<file path="src/pkg/spcr_pkg.sv">
// Constants for the switch port subsystem identity, indirect access and error status registers
package spcr_pkg;

   // Register byte offsets in configuration space
   localparam logic [11:0] OFF_SUBSYS_CAP = 12'h0F0;
   localparam logic [11:0] OFF_SUBSYS_ID = 12'h0F4;
   localparam logic [11:0] OFF_IND_ADDR = 12'h0F8;
   localparam logic [11:0] OFF_IND_DATA = 12'h0FC;
   localparam logic [11:0] OFF_ERR_CAP = 12'h100;
   localparam logic [11:0] OFF_UNCOR_STAT = 12'h104;

   // Dword index of each register (offset without the byte bits)
   localparam logic [9:0] DW_SUBSYS_CAP = OFF_SUBSYS_CAP[11:2];
   localparam logic [9:0] DW_SUBSYS_ID = OFF_SUBSYS_ID[11:2];
   localparam logic [9:0] DW_IND_ADDR = OFF_IND_ADDR[11:2];
   localparam logic [9:0] DW_IND_DATA = OFF_IND_DATA[11:2];
   localparam logic [9:0] DW_ERR_CAP = OFF_ERR_CAP[11:2];
   localparam logic [9:0] DW_UNCOR_STAT = OFF_UNCOR_STAT[11:2];

   // Subsystem capability header fields
   localparam logic [7:0] SUBSYS_CAP_CODE = 8'h0D;
   localparam logic [7:0] SUBSYS_NXT_RST = 8'h00;
   localparam logic [15:0] CARD_MAKER_RST = 16'h0000;
   localparam logic [15:0] CARD_MODEL_RST = 16'h0000;

   // Indirect address register fields and reset values
   localparam int IND_DW_LSB = 2;
   localparam int IND_DW_MSB = 7;
   localparam int IND_EXT_LSB = 8;
   localparam int IND_EXT_MSB = 11;
   localparam logic [5:0] IND_DW_RST = 6'h00;
   localparam logic [3:0] IND_EXT_RST = 4'h0;

   // Error reporting capability header fields
   localparam logic [15:0] ERR_CAP_CODE = 16'h0001;
   localparam logic [3:0] ERR_CAP_VER = 4'h1;
   localparam logic [11:0] ERR_NXT_RST = 12'h200;

   // Uncorrectable status bit positions
   localparam int BIT_LINK_PROTO = 4;
   localparam int BIT_SURPRISE_DOWN = 5;
   localparam int BIT_POISONED = 12;
   localparam int BIT_FLOW_CTRL = 13;
   localparam int BIT_CPL_TIMEOUT = 14;
   localparam int BIT_CPL_ABORT = 15;
   localparam int BIT_UNEXP_CPL = 16;
   localparam int BIT_RX_OVERFLOW = 17;
   localparam int BIT_BAD_PACKET = 18;
   localparam int BIT_ECRC = 19;
   localparam int BIT_UNSUPPORTED = 20;

   // Bits that hardware sets and software clears by writing one
   localparam logic [31:0] UES_W1C_MASK = 32'h001F3030;
   localparam logic [31:0] UES_RST = 32'h00000000;

endpackage : spcr_pkg

</file>
<file path="src/verilog/spcr_regs.sv">
// Switch port configuration registers: subsystem identity, indirect window, error status
////////////////////////////////////////////////////////////////////////////////////////////
// Overview of operation
// - Subsystem capability header bits 7:0 read 0x0D; writes ignored.
// - Subsystem header bits 15:8 next pointer, resets 0x00, written only unlocked.
// - Card maker code in identity bits 15:0, resets zero, lockable write.
// - Card model code in identity bits 31:16, resets zero, lockable write.
// - Indirect address bits 7:2 hold writable dword index; 1:0, 31:12 read zero.
// - Indirect address bits 11:8 hold writable extended index selecting target register.
// - Reading the indirect data register returns the selected register's contents.
// - Writing the indirect data register updates the selected register.
// - Indirect accesses apply the data register access's byte enables.
// - Indirect target equal to the data register reads zero, discards writes.
// - Management bus access to data register reads zero, changes nothing.
// - Error header: code 0x1, version 0x1, lockable next pointer resetting 0x200.
// - Status bit 4 set on a link layer protocol error.
// - Status bit 5 set on a surprise down condition.
// - Status bit 12 set on a received poisoned packet.
// - Status bit 13 set on a flow control protocol violation.
// - Status bit 16 set on a completion matching no request.
// - Status bit 17 set on receive buffer overflow.
// - Status bit 18 set on a malformed packet.
// - Status bit 19 set on an end-to-end CRC error.
// - Status bit 20 set on an unsupported request.
// - Status bits 14 and 15 always read zero.
module spcr_regs
   import spcr_pkg::*;
(
   input wire logic I_REF_CLK,             // Core clock, 25 MHz
   input wire logic I_RESETN,              // Synchronous reset, active low
   input wire logic I_POR_N,               // Synchronous power-on reset, active low
   input wire logic I_CFG_UNLOCK,          // High allows writes to lockable fields
   input wire logic I_CFG_REQ,             // Configuration access request, one cycle
   input wire logic I_CFG_WR,              // 1 write, 0 read
   input wire logic I_CFG_SMBUS,           // Access arrives over management bus
   input wire logic [11:0] I_CFG_ADDR,     // Byte address, bits 1:0 ignored
   input wire logic [3:0] I_CFG_BE,        // Byte enables
   input wire logic [31:0] I_CFG_WDATA,    // Write data
   input wire logic I_ERR_LINK_PROTO,      // Link layer protocol error pulse
   input wire logic I_ERR_SURPRISE_DOWN,   // Surprise down pulse
   input wire logic I_ERR_POISONED,        // Poisoned packet pulse
   input wire logic I_ERR_FLOW_CTRL,       // Flow control error pulse
   input wire logic I_ERR_UNEXP_CPL,       // Unexpected completion pulse
   input wire logic I_ERR_RX_OVERFLOW,     // Receive overflow pulse
   input wire logic I_ERR_BAD_PACKET,      // Malformed packet pulse
   input wire logic I_ERR_ECRC,            // End-to-end CRC error pulse
   input wire logic I_ERR_UNSUPPORTED,     // Unsupported request pulse
   output logic O_CFG_ACK,                 // Answer strobe, one cycle
   output logic [31:0] O_CFG_RDATA,        // Read data, valid with ack
   output logic [31:0] O_UNCOR_STATUS      // Live uncorrectable status
);

   ////////////////////////////////////////////////////////////////////////////////////////
   // Register state
   logic [7:0] subsys_nxt_r;
   logic [15:0] card_maker_r;
   logic [15:0] card_model_r;
   logic [5:0] ind_dw_r;
   logic [3:0] ind_ext_r;
   logic [11:0] err_nxt_r;
   logic [31:0] stat_r;
   logic [31:0] stat_nxt;

   // Access decode
   logic [9:0] direct_dw;
   logic [9:0] ind_dw;
   logic [9:0] tgt_dw;
   logic hit_data;
   logic tgt_ok;
   logic wr_go;
   logic [31:0] bmask;
   logic [31:0] wmerge_src;
   logic [31:0] rd_val;
   logic [31:0] set_vec;
   logic [31:0] clr_vec;

   ////////////////////////////////////////////////////////////////////////////////////////
   // Read value of a register by dword index; unmapped reads as zero
   function automatic logic [31:0] reg_value(input logic [9:0] dw);
      logic [31:0] v;
      v = 32'h00000000;
      case (dw)
         DW_SUBSYS_CAP: v = {16'h0000, subsys_nxt_r, SUBSYS_CAP_CODE};
         DW_SUBSYS_ID: v = {card_model_r, card_maker_r};
         DW_IND_ADDR: v = {20'h00000, ind_ext_r, ind_dw_r, 2'b00};
         DW_ERR_CAP: v = {err_nxt_r, ERR_CAP_VER, ERR_CAP_CODE};
         DW_UNCOR_STAT: v = stat_r;
         default: v = 32'h00000000;
      endcase
      return v;
   endfunction : reg_value

   ////////////////////////////////////////////////////////////////////////////////////////
   // Resolve the target: direct, or through the indirect window
   assign direct_dw = I_CFG_ADDR[11:2];
   assign ind_dw = {ind_ext_r, ind_dw_r};
   assign hit_data = (direct_dw == DW_IND_DATA);
   assign tgt_dw = hit_data ? ind_dw : direct_dw;
   // Window aimed at itself, or reached from the management bus, is dead
   assign tgt_ok = !(hit_data && (I_CFG_SMBUS || ind_dw == DW_IND_DATA));
   // Nothing is taken in hot reset, so a stray request cannot clear the sticky log
   assign wr_go = I_CFG_REQ && I_CFG_WR && tgt_ok && I_RESETN;

   // Same byte enables whichever way the register is reached
   assign bmask = {{8{I_CFG_BE[3]}}, {8{I_CFG_BE[2]}}, {8{I_CFG_BE[1]}}, {8{I_CFG_BE[0]}}};
   assign wmerge_src = I_CFG_WDATA & bmask;
   assign rd_val = tgt_ok ? reg_value(tgt_dw) : 32'h00000000;

   ////////////////////////////////////////////////////////////////////////////////////////
   // Answer: registered so the outputs come straight from flops
   always_ff @(posedge I_REF_CLK) begin
      if (!I_RESETN || !I_POR_N) begin
         O_CFG_ACK <= 1'b0;
         O_CFG_RDATA <= 32'h00000000;
      end else begin
         O_CFG_ACK <= I_CFG_REQ;
         O_CFG_RDATA <= (I_CFG_REQ && !I_CFG_WR) ? rd_val : 32'h00000000;
      end
   end

   // Subsystem capability next pointer, lockable
   always_ff @(posedge I_REF_CLK) begin
      if (!I_RESETN || !I_POR_N) begin
         subsys_nxt_r <= SUBSYS_NXT_RST;
      end else if (wr_go && tgt_dw == DW_SUBSYS_CAP && I_CFG_UNLOCK && I_CFG_BE[1]) begin
         subsys_nxt_r <= I_CFG_WDATA[15:8];
      end
   end

   // Card identity, lockable; each half follows its own byte enables
   always_ff @(posedge I_REF_CLK) begin
      if (!I_RESETN || !I_POR_N) begin
         card_maker_r <= CARD_MAKER_RST;
         card_model_r <= CARD_MODEL_RST;
      end else if (wr_go && tgt_dw == DW_SUBSYS_ID && I_CFG_UNLOCK) begin
         card_maker_r <= (card_maker_r & ~bmask[15:0]) | wmerge_src[15:0];
         card_model_r <= (card_model_r & ~bmask[31:16]) | wmerge_src[31:16];
      end
   end

   // Indirect address; a write through the window may also land here
   always_ff @(posedge I_REF_CLK) begin
      if (!I_RESETN || !I_POR_N) begin
         ind_dw_r <= IND_DW_RST;
         ind_ext_r <= IND_EXT_RST;
      end else if (wr_go && tgt_dw == DW_IND_ADDR) begin
         if (I_CFG_BE[0]) begin
            ind_dw_r <= I_CFG_WDATA[IND_DW_MSB:IND_DW_LSB];
         end
         if (I_CFG_BE[1]) begin
            ind_ext_r <= I_CFG_WDATA[IND_EXT_MSB:IND_EXT_LSB];
         end
      end
   end

   // Error capability next pointer, lockable, spans bytes 2 and 3
   always_ff @(posedge I_REF_CLK) begin
      if (!I_RESETN || !I_POR_N) begin
         err_nxt_r <= ERR_NXT_RST;
      end else if (wr_go && tgt_dw == DW_ERR_CAP && I_CFG_UNLOCK) begin
         err_nxt_r <= (err_nxt_r & ~bmask[31:20]) | wmerge_src[31:20];
      end
   end

   ////////////////////////////////////////////////////////////////////////////////////////
   // Error events gathered at their status positions
   always_comb begin
      set_vec = 32'h00000000;
      set_vec[BIT_LINK_PROTO] = I_ERR_LINK_PROTO;
      set_vec[BIT_SURPRISE_DOWN] = I_ERR_SURPRISE_DOWN;
      set_vec[BIT_POISONED] = I_ERR_POISONED;
      set_vec[BIT_FLOW_CTRL] = I_ERR_FLOW_CTRL;
      set_vec[BIT_UNEXP_CPL] = I_ERR_UNEXP_CPL;
      set_vec[BIT_RX_OVERFLOW] = I_ERR_RX_OVERFLOW;
      set_vec[BIT_BAD_PACKET] = I_ERR_BAD_PACKET;
      set_vec[BIT_ECRC] = I_ERR_ECRC;
      set_vec[BIT_UNSUPPORTED] = I_ERR_UNSUPPORTED;
   end

   // Write-one-to-clear, only through a valid write to the status register
   assign clr_vec = (wr_go && tgt_dw == DW_UNCOR_STAT) ? wmerge_src : 32'h00000000;
   // Set beats clear so an event in the clearing cycle is not lost
   assign stat_nxt = ((stat_r & ~clr_vec) | set_vec) & UES_W1C_MASK;

   // Sticky bits: only power-on reset touches them, hot resets leave the log intact
   for (genvar gi = 0; gi < 32; gi++) begin : g_stat
      if (UES_W1C_MASK[gi]) begin : g_live
         always_ff @(posedge I_REF_CLK) begin
            if (!I_POR_N) begin
               stat_r[gi] <= UES_RST[gi];
            end else begin
               stat_r[gi] <= stat_nxt[gi];
            end
         end
      end else begin : g_zero
         assign stat_r[gi] = UES_RST[gi];
      end
   end

   // Status copy for the error reporting logic
   always_ff @(posedge I_REF_CLK) begin
      if (!I_POR_N) begin
         O_UNCOR_STATUS <= UES_RST;
      end else begin
         O_UNCOR_STATUS <= stat_nxt;
      end
   end
endmodule : spcr_regs

</file>
<file path="config.mk">
export PLATFORM = sky130hd
export DESIGN_NAME = spcr_regs
export DESIGN_NICKNAME = d
export VERILOG_FILES = /design/src/pkg/spcr_pkg.sv /design/src/verilog/spcr_regs.sv
export SDC_FILE = /design/constraint.sdc
export NUM_CORES = 1
export LEC_CHECK = 0
export ABC_CLOCK_PERIOD_IN_PS = 2490
export BUFFER_PORTS_ARGS = -buffer_cell sky130_fd_sc_hd__buf_2
export CAP_MARGIN = 5
export CORE_AREA = 2 2 119 121
export CTS_CLUSTER_DIAMETER = 40
export CTS_CLUSTER_SIZE = 16
export DETAILED_ROUTE_END_ITERATION = 6
export DIE_AREA = 0 0 121 123
export HOLD_SLACK_MARGIN = 0.08
export PLACE_DENSITY = 0.53
export RECOVER_POWER = 50
export SETUP_SLACK_MARGIN = 0.4
export SLEW_MARGIN = 20
export SYNTH_ARGS = -nofsm -noshare
export SYNTH_HDL_FRONTEND = slang
export SYNTH_SLANG_ARGS = --single-unit
</file>
<file path="constraint.sdc">
create_clock -name I_REF_CLK -period 2.49 [get_ports I_REF_CLK]
set_input_delay 0.1245 -clock I_REF_CLK [delete_from_list [all_inputs] [get_ports I_REF_CLK]]
set_output_delay 0.1245 -clock I_REF_CLK [all_outputs]
set_load 0.03 [all_outputs]
</file>
==> out/results.tsv, run 1 <==
metric	value	unit
clk_path_buf_depth	2	
synth-warning-count	0	
start_util	0.342	
track_usage	0.194	
powerDensity	565	mW/mm^2
synth-seq-area-share	0.447	
dr.pass1.iters	5	
io_pins	129	
fp.dieW	121	um
setup_tns	0	ps
hp-start	I_RESETN	
area_delta_synth_final	33.1	%
crit_path_end_kind	flop	
netlist_area	0.00466	sq mm
setup.worst_path.start	ind_dw_r[3]	
synth_area_per_cell	8.65	sq um
worst-path-buf-inv	1	
ys_types	48	
finalNonFillerCells	880	
ant_nets	0	
cp_top_family	compound AO/OA/AOI/OAI gates	
detail_route.vias_per_cell	5.11	
crit_chain	and4b_1 -> a41o_1 -> a211oi_4 -> clkbuf_2 -> nand3_1 -> a21oi_1	
status	finished, final reports clean	
ff2ff_path_depth	6	
die_h	123	um
setup_viol_count_final	0	
final_nets	759	
cp.arrival	2390	ps
drive_above_1_share	0.200	
synth_top_area_frac	0.447	
worstHoldPathCells	2	
drc	0	
slew_viol_final	0	
clk_latency	350	ps
dieArea	0.0149	sq mm
rsz0062_at_grt	true	
portBuffers	103	
vias	4494	
fill_cells	1358	
cts.sinks	104	
clock_skew	9.09	ps
maxSlewHeadroom	0.542	
min_period_over_period	0.850	
avgRoutedWirePerCell	16.2	um
p_leak	0.00236	uW
maxCapViolations	0	
place_area	0.00547	sq mm
place_hpwl	10.2	mm
dp.cells	818	
place_congestion	0.856	
ys_ff_latch	104	
routed_wl	14.3	mm
final_common_cell	dfxtp_1	
max_stage_delay	390	ps
cp_num_cells	6	
cp-start-kind	flop	
synthCells	539	
core	0.0136	sq mm
ys_top_cells_by_area	dfxtp_1, mux2i_1, nand2_1	
grt_overflow_total	0	
crit_fanout	14	
clk_pin_slew	70	ps
worstPathRequired	2770	ps
grt_pass1_wl	22.3	mm
cts.htree.levels	3	
tightest_slew	684	ps
cp_slowest_cell	clkbuf_2	
post-route-util	0.456	
grt_pass1_vias	4319	
final_cell_mix	dfxtp_1, nand2_1, buf_2	
yosysTopAreaCell	dfxtp_1	
antenna_found_initial	0	
min-delay-path-class	in2reg	
finalHoldViolations	0	
cts_buffers	9	
timing.hold.ws	98.2	ps
min_period	2120	ps
worstSetupPathType	reg2reg	
ir_drop	0.331	mV
grt_max_degree	40	
drtIter0Drc	280	
antenna_cells	0	
reg2reg_from	ind_dw_r[3]	
rows	43	
cts_tree	yes	
root_buffer	clkbuf_16	
final_area	0.00620	sq mm
timing.fmax	473	MHz
-- per-stage QoR --
stage	total power (uW)	setup slack, ps
2_1_floorplan	1920	367
3_3_place_gp	2030	113
3_5_place_dp	2030	88.8
4_1_cts	3540	406
5_1_grt	3630	216
6_report	3500	374
-- cell families (layout without fill, tap and decap cells) --
logic type             after synthesis  in the layout  share of synthesized area
AOI/OAI and AO/OA                  133            133                      0.167
buffers and inverters               58            197                     0.0684
DFF                                104            104                      0.447
muxes                               41             41                     0.0899
other                                1             23                   0.000804
and+or+nand+nor                    202            202                      0.227
-- worst register-to-register path: cells and delay by family (launching register included) --
kind                   cells  cell delay (ps)
flip-flops                 1              350
AO/OA/AOI/OAI              3              900
buffers and inverters      1              390
AND/OR/NAND/NOR            2              410
-- power breakdown --
part / internal [uW] / switching (uW)
combinational: 131 / 234
clock: 833 / 623
sequential: 1670 / 9.15
total: 2640 / 866
-- routing by layer --
metal,routed length (um),vias up,global-route usage,part of all wire
met1,6390,2108,0.250,0.45
met4,160,0,0.0618,0.011
met5,0,-,0,0
li1,-,2203,-,-
met2,6760,170,0.323,0.47
met3,977,13,0.0438,0.068
-- final timing paths --
path / to / slack, ps
min: O_CFG_ACK / 100
max reg2reg: flop / 370
min reg2reg: O_CFG_RDATA[19] / 450
max: flop / 370
-- Yosys cell counts (all sizes together) --
cell type	number
nand3	29
dfxtp	104
conb	1
nand4	23
nor4	7
a31o	1
mux2	7
and3b	1
or2	1
o31a	1
nor3	4
o41a	4
o211ai	1
buf	34
or3	1
a21o	2
o41ai	1
and4	3
nand2b	5
a41oi	1
a22oi	6
nand2	87
a41o	1
a32oi	5
o31ai	1
a31oi	2
mux2i	34
and2	3
a211oi	2
a21oi	61
a2111o	1
inv	2
and3	8
o21ai	42
a211o	1
nor4bb	1
or4	1
and4b	1
nor2	27
clkbuf	22
-- layout make-up --
class | instances | area, sq um | area share
clock buffers | 11 | 253 | 0.0407
clock inverters | 5 | 53.8 | 0.00867
inverters | 2 | 7.51 | 0.00121
multi-input cells | 399 | 2420 | 0.390
flip-flops and latches | 104 | 2080 | 0.336
well taps | 180 | 225 | 0.0363
repair buffers | 179 | 1160 | 0.187
-- what timing repair did --
action | in CTS | in global routing
setup buffers | 0 | 4
resized for setup | 2 | 9
endpoints found under the setup margin | 27 | 80
hold endpoints to repair | 70 | 0
hold buffers | 42 | 0
pin swaps | 0 | 3
(Power assumes the default switching activity.)
==> run 2, diff against run 1 <==
ABC_CLOCK_PERIOD_IN_PS = 1900   (was 2490)
PLACE_DENSITY = 0.55   (was 0.53)
clock period = 1.9 ns   (was 2.49 ns; I/O delays follow)
==> run 2 against run 1 <==
- clock-buffer cell count down 2
- combinational power up 85%
- die area stayed put
- critical path type is now in2reg
==> out/results.tsv, run 2 (synthesis results as in run 1) <==
metric	value	unit
final_common_cell	dfxtp_1	
clk_latency	360	ps
io_pins	129	
die_h	123	um
worst_slack	1.93	ps
rsz0062_at_grt	true	
met1_usage	0.290	
pwr-share-seq	0.464	
maxCapViolations	0	
grt.met3_usage	0.0323	
area_delta_synth_final	68.8	%
grt_pass1_wl	25.3	mm
setup_tns	0	ps
vias	4985	
power.internal	3500	uW
timing.fmax	527	MHz
min-delay-path-class	in2reg	
power.switching	1240	uW
place_area	0.00589	sq mm
drtIter0Drc	289	
final_cell_mix	dfxtp_1, nand2_1, buf_4	
swShare	0.262	
max_stage_delay	610	ps
total_power	4750	uW
worstPathRequired	2140	ps
rows	43	
worstSetupPathType	in2reg	
avgRoutedWirePerCell	17.5	um
antenna_cells	0	
fp.dieW	121	um
ir_drop	0.430	mV
cp-start-kind	input pin	
dr.pass1.iters	4	
slew_viol_final	0	
cp.arrival	2140	ps
grt_overflow_total	0	
grt_busiest_layer	met2	
cp_slowest_cell	or4_4	
drive_above_1_share	0.427	
grt_pass1_vias	4765	
antenna_found_initial	0	
detail_route.vias_per_cell	5.12	
root_buffer	clkbuf_16	
cts.htree.levels	3	
powerDensity	603	mW/mm^2
dieArea	0.0149	sq mm
finalNonFillerCells	973	
dp.cells	864	
clk_pin_slew	70	ps
p_leak	0.00302	uW
final_nets	852	
place_congestion	0.911	
track_usage	0.223	
crit_path_end_kind	flop	
portBuffers	103	
core	0.0136	sq mm
cts_tree	yes	
min_period_over_period	0.999	
finalHoldViolations	0	
place_hpwl	10.6	mm
grt_max_degree	56	
dp_slack	-465	ps
status	finished, final reports clean	
clk_path_buf_depth	2	
ant_nets	0	
drc	0	
min_period	1900	ps
cts.sinks	104	
use_met2	0.376	
p_comb_frac	0.142	
crit_fanout	8	
routed_wl	17.0	mm
final_area	0.00787	sq mm
clock_skew	9.59	ps
crit_chain	buf_6 -> or4_4 -> o41a_1 -> nor4_4 -> nand4_4 -> mux2i_1	
setup_viol_count_final	0	
cts_buffers	9	
start_util	0.342	
p_clk_frac	0.394	
-- run 2: cell count changes in the layout (fill, tap and decap cells not counted), moves of 7 or more --
cell,previous run,this run
dfxtp_1,104,97
o21ai_0,39,13
a21oi_2,1,34
buf_6,0,33
nand3_1,29,10
buf_4,27,68
nand3_2,0,17
o21ai_2,0,22
buf_12,3,12
a21oi_1,59,26
-- run 2: routing by layer --
layer,part of all wire,up-vias
li1,-,2392
met1,0.44,2411
met2,0.49,154
met3,0.048,28
met4,0.024,0
met5,0,-
-- run 2: metrics by stage --
stage,hold WS [ps],utilization
6_report,175,0.578
2_1_floorplan,234,-
3_5_place_dp,361,0.433
3_3_place_gp,355,0.433
4_1_cts,149,0.551
5_1_grt,182,0.578
-- run 2: worst paths after layout --
| check | slack, ps | start | cells past startpoint | endpoint |
|---|---|---|---|---|
| worst max register to register | 10 | ind_ext_r[3] | 10 | O_CFG_RDATA[23] |
| worst min-delay path | 170 | I_CFG_BE[0] | 3 | flop |
| worst max-delay path | 2 | I_CFG_ADDR[8] | 6 | flop |
| worst min register to register | 460 | subsys_nxt_r[0] | 2 | subsys_nxt_r[0] |
-- run 2: what timing repair did --
action	CTS	global route
gates cloned	8	1
endpoints found under the setup margin	103	103
pin swaps	55	65
hold buffers	47	0
buffers inserted	28	9
gates resized for setup	116	99
hold endpoints to repair	72	0
-- run 2: cell type report --
cell class              instances  area [sq um]
clock buffers                   9           225
clock inverters                 7          70.1
fillers                      1163          5740
inverters                       2          7.51
multi-input cells             399          2990
flip-flops and latches        104          2090
well taps                     180           225
repair buffers                272          2260
-- run 2: worst max-delay path, delay by kind of cell --
kind | cells | cell delay, ps
muxes | 1 | 190
buffers and inverters | 1 | 90
AOI/OAI and AO/OA | 1 | 480
and+or+nand+nor | 3 | 1260
-- run 2: power by group through the flow --
stage / Sequential, uW / Clock, uW / Combinational [uW]
after floorplan: 2280 / 0 / 245
after global placement: 2250 / 0 / 459
after detailed placement: 2250 / 0 / 462
after CTS: 2200 / 1900 / 634
after global routing: 2200 / 2000 / 713
final: 2200 / 1870 / 674
==> run 3, diff against run 2 <==
ABC_AREA = 1   (was not set)
CORE_AREA = 2 2 126 128   (was 2 2 119 121)
CTS_CLUSTER_SIZE = 24   (was 16)
DIE_AREA = 0 0 128 130   (was 0 0 121 123)
SETUP_SLACK_MARGIN = 0.05   (was 0.4)
==> run 3 against run 2 <==
- combinational power is 26% lower
- final cell count is 25% higher
- register-to-register slack better by 130 ps
- clock-buffer cell count is 2 higher
- worst setup slack better by 140 ps
- non-clock buffer count is 61 lower
- via count is 4.1% higher
- sequential power hardly changed
- synthesized area is 14% higher
- die area is 12% higher
- synthesized cell count is 53% higher
- worst hold slack worse by 74 ps
==> out/results.tsv, run 3 <==
metric	value	unit
min_period_over_period	0.925	
synth_most_common_cell	nand2_1	
drtIter0Drc	224	
hp-start	I_CFG_WDATA[5]	
drc	0	
grt_max_degree	29	
grt_pass1_wl	22.7	mm
timing.fmax	569	MHz
antenna_cells	0	
place_area	0.00635	sq mm
synth-simple-area-share	0.403	
worstSetupPathType	reg2reg	
ff2ff_path_depth	13	
cts_tree	yes	
synth_top_area_frac	0.393	
power.internal	3420	uW
synth-main-ff-cell	dfxtp_1	
crit_path_end_kind	flop	
reg2reg_from	ind_dw_r[2]	
setup_viol_count_final	0	
timing.hold.ws	101	ps
synth-warning-count	0	
rows	46	
yosysTopAreaCell	dfxtp_1	
worstPathRequired	2190	ps
synth_xor_area_frac	0	
clk_latency	360	ps
synth_top_family_by_area	simple AND/OR/NAND/NOR gates	
synth_area_per_cell	6.44	sq um
post-route-util	0.468	
synthCells	822	
synth_adder_area_share	0	
grt_overflow_total	0	
finalNonFillerCells	1213	
dieArea	0.0166	sq mm
drive_above_1_share	0.203	
cts_buffers	9	
status	finished, final reports clean	
ant_nets	0	
max_stage_delay	340	ps
min-delay-path-class	in2reg	
antenna_found_initial	0	
rrSetupSlack	140	ps
fill_cells	1628	
synth-compound-area-share	0.0303	
netlist_area	0.00529	sq mm
vias	5191	
clk_path_buf_depth	2	
cp_slowest_cell	dfxtp_1	
p_comb_frac	0.109	
dr.pass1.iters	4	
ys_top_cells_by_area	dfxtp_1, nand2_1, nor2_1	
avgRoutedWirePerCell	12.2	um
dp.cells	1153	
synth-seq-area-share	0.393	
power.switching	1190	uW
io_pins	129	
ys_types	28	
rsz0062_at_grt	true	
final_nets	1080	
area_delta_synth_final	36.3	%
synth_async_sr_flop_share	0	
cts.sinks	104	
place_hpwl	10.5	mm
slew_viol_final	0	
die_h	130	um
p_leak	0.00351	uW
ys_ff_latch	104	
crit_top_cell	nand2_1	
start_util	0.343	
synth_edf_count	0	
clock_skew	14.6	ps
cp.arrival	2050	ps
place_congestion	0.864	
track_usage	0.173	
routed_wl	14.7	mm
root_buffer	clkbuf_16	
finalHoldViolations	0	
pwr-share-seq	0.477	
ir_drop	0.386	mV
clk_pin_slew	80	ps
final_area	0.00721	sq mm
post_synth_mux_area_share	0	
maxCapViolations	0	
portBuffers	103	
final_common_cell	nand2_1	
cp-start-kind	flop	
powerDensity	640	mW/mm^2
final_cell_mix	nand2_1, nor2_1, inv_1	
min_period	1760	ps
worstHoldPathCells	5	
p_clk_frac	0.414	
crit_fanout	8	
fp.dieW	128	um
crit_chain	nand2_1 -> nor2_1 -> nand3b_1 -> nand2_1 -> nand2_1 -> nand2_2 -> nor2_4 -> buf_6 -> nand4_4 -> clkbuf_16 -> nand2_1 -> nand2_1 -> nor2_1	
detail_route.vias_per_cell	4.28	
cts.htree.levels	3	
swShare	0.259	
yosys-top-cells-count	nand2_1, nor2_1, inv_1	
grt_pass1_vias	4576	
core	0.0154	sq mm
## run 3: cell count changes in the layout (fill, tap and decap cells not counted), sizes merged, moves of 7 or more
cell / change
and3: -8
nor2: +152
nand3: +8
dlygate4sd3: -10
nand2: +141
mux2i: -34
o21ai: -21
a21oi: -50
nand4: +15
mux2: -7
inv: +146
buf: -51
## run 3: metrics by stage
stage	worst slack, ps	total power [uW]	setup TNS, ps
6_report	142	4620	0
5_1_grt	2.77	4780	0
4_1_cts	47.3	4670	0
3_5_place_dp	-53.9	2670	-957
3_3_place_gp	-65.5	2680	-1290
2_1_floorplan	167	2520	0
## run 3: cell families (layout without fill, tap and decap cells)
family | count (synthesis) | in the layout
other cells | 1 | 23
simple gates | 485 | 486
flops | 104 | 104
buf+inv | 200 | 376
compound gates | 32 | 32
## run 3: cell type report
| cell class | instances | area (sq um) | area share |
|---|---|---|---|
| Clock inverter | 5 | 66.3 | 0.00919 |
| Clock buffer | 11 | 233 | 0.0323 |
| Timing Repair Buffer | 211 | 1500 | 0.208 |
| Multi-Input combinational cell | 541 | 2520 | 0.350 |
| Sequential cell | 104 | 2090 | 0.290 |
| Tap cell | 192 | 240 | 0.0333 |
| Inverter | 149 | 559 | 0.0775 |
## run 3: per-layer routing
metal	part of all wire	global-route usage	vias to the layer above
li1	-	-	2814
met3	0.036	0.0262	13
met1	0.51	0.239	2270
met4	0.014	0.0562	0
met5	0	0	-
met2	0.44	0.280	94
## run 3: repair_timing
item | in CTS | in global routing
buffers inserted | 0 | 5
hold buffers | 37 | 0
gates resized for setup | 6 | 44
setup endpoints to repair | 44 | 94
gates cloned | 0 | 2
pin swaps | 1 | 16
hold endpoints to repair | 57 | 0
## run 3: worst max-delay path: cells and delay by family (launching register included)
kind          cells  cell delay [ps]
simple gates     11              980
buf+inv           2              360
flops             1              340
## run 3: worst max-delay path by stage
stage	startpoint	to	slack, ps	cells after the start
CTS	ind_ext_r[3]	flop	50	13
finish	ind_dw_r[2]	flop	140	13
detailed placement	I_CFG_ADDR[5]	O_CFG_RDATA[24]	-50	14
global route	ind_ext_r[3]	flop	3	14
floorplan	ind_ext_r[2]	flop	170	13
global placement	I_CFG_ADDR[3]	O_CFG_RDATA[0]	-70	12
## run 3: power groups by stage
stage | clock, uW | sequential (uW) | combinational (uW)
2_1_floorplan | 0 | 2280 | 242
3_3_place_gp | 0 | 2260 | 420
3_5_place_dp | 0 | 2260 | 419
4_1_cts | 1980 | 2200 | 483
5_1_grt | 2030 | 2210 | 543
6_report | 1910 | 2200 | 501
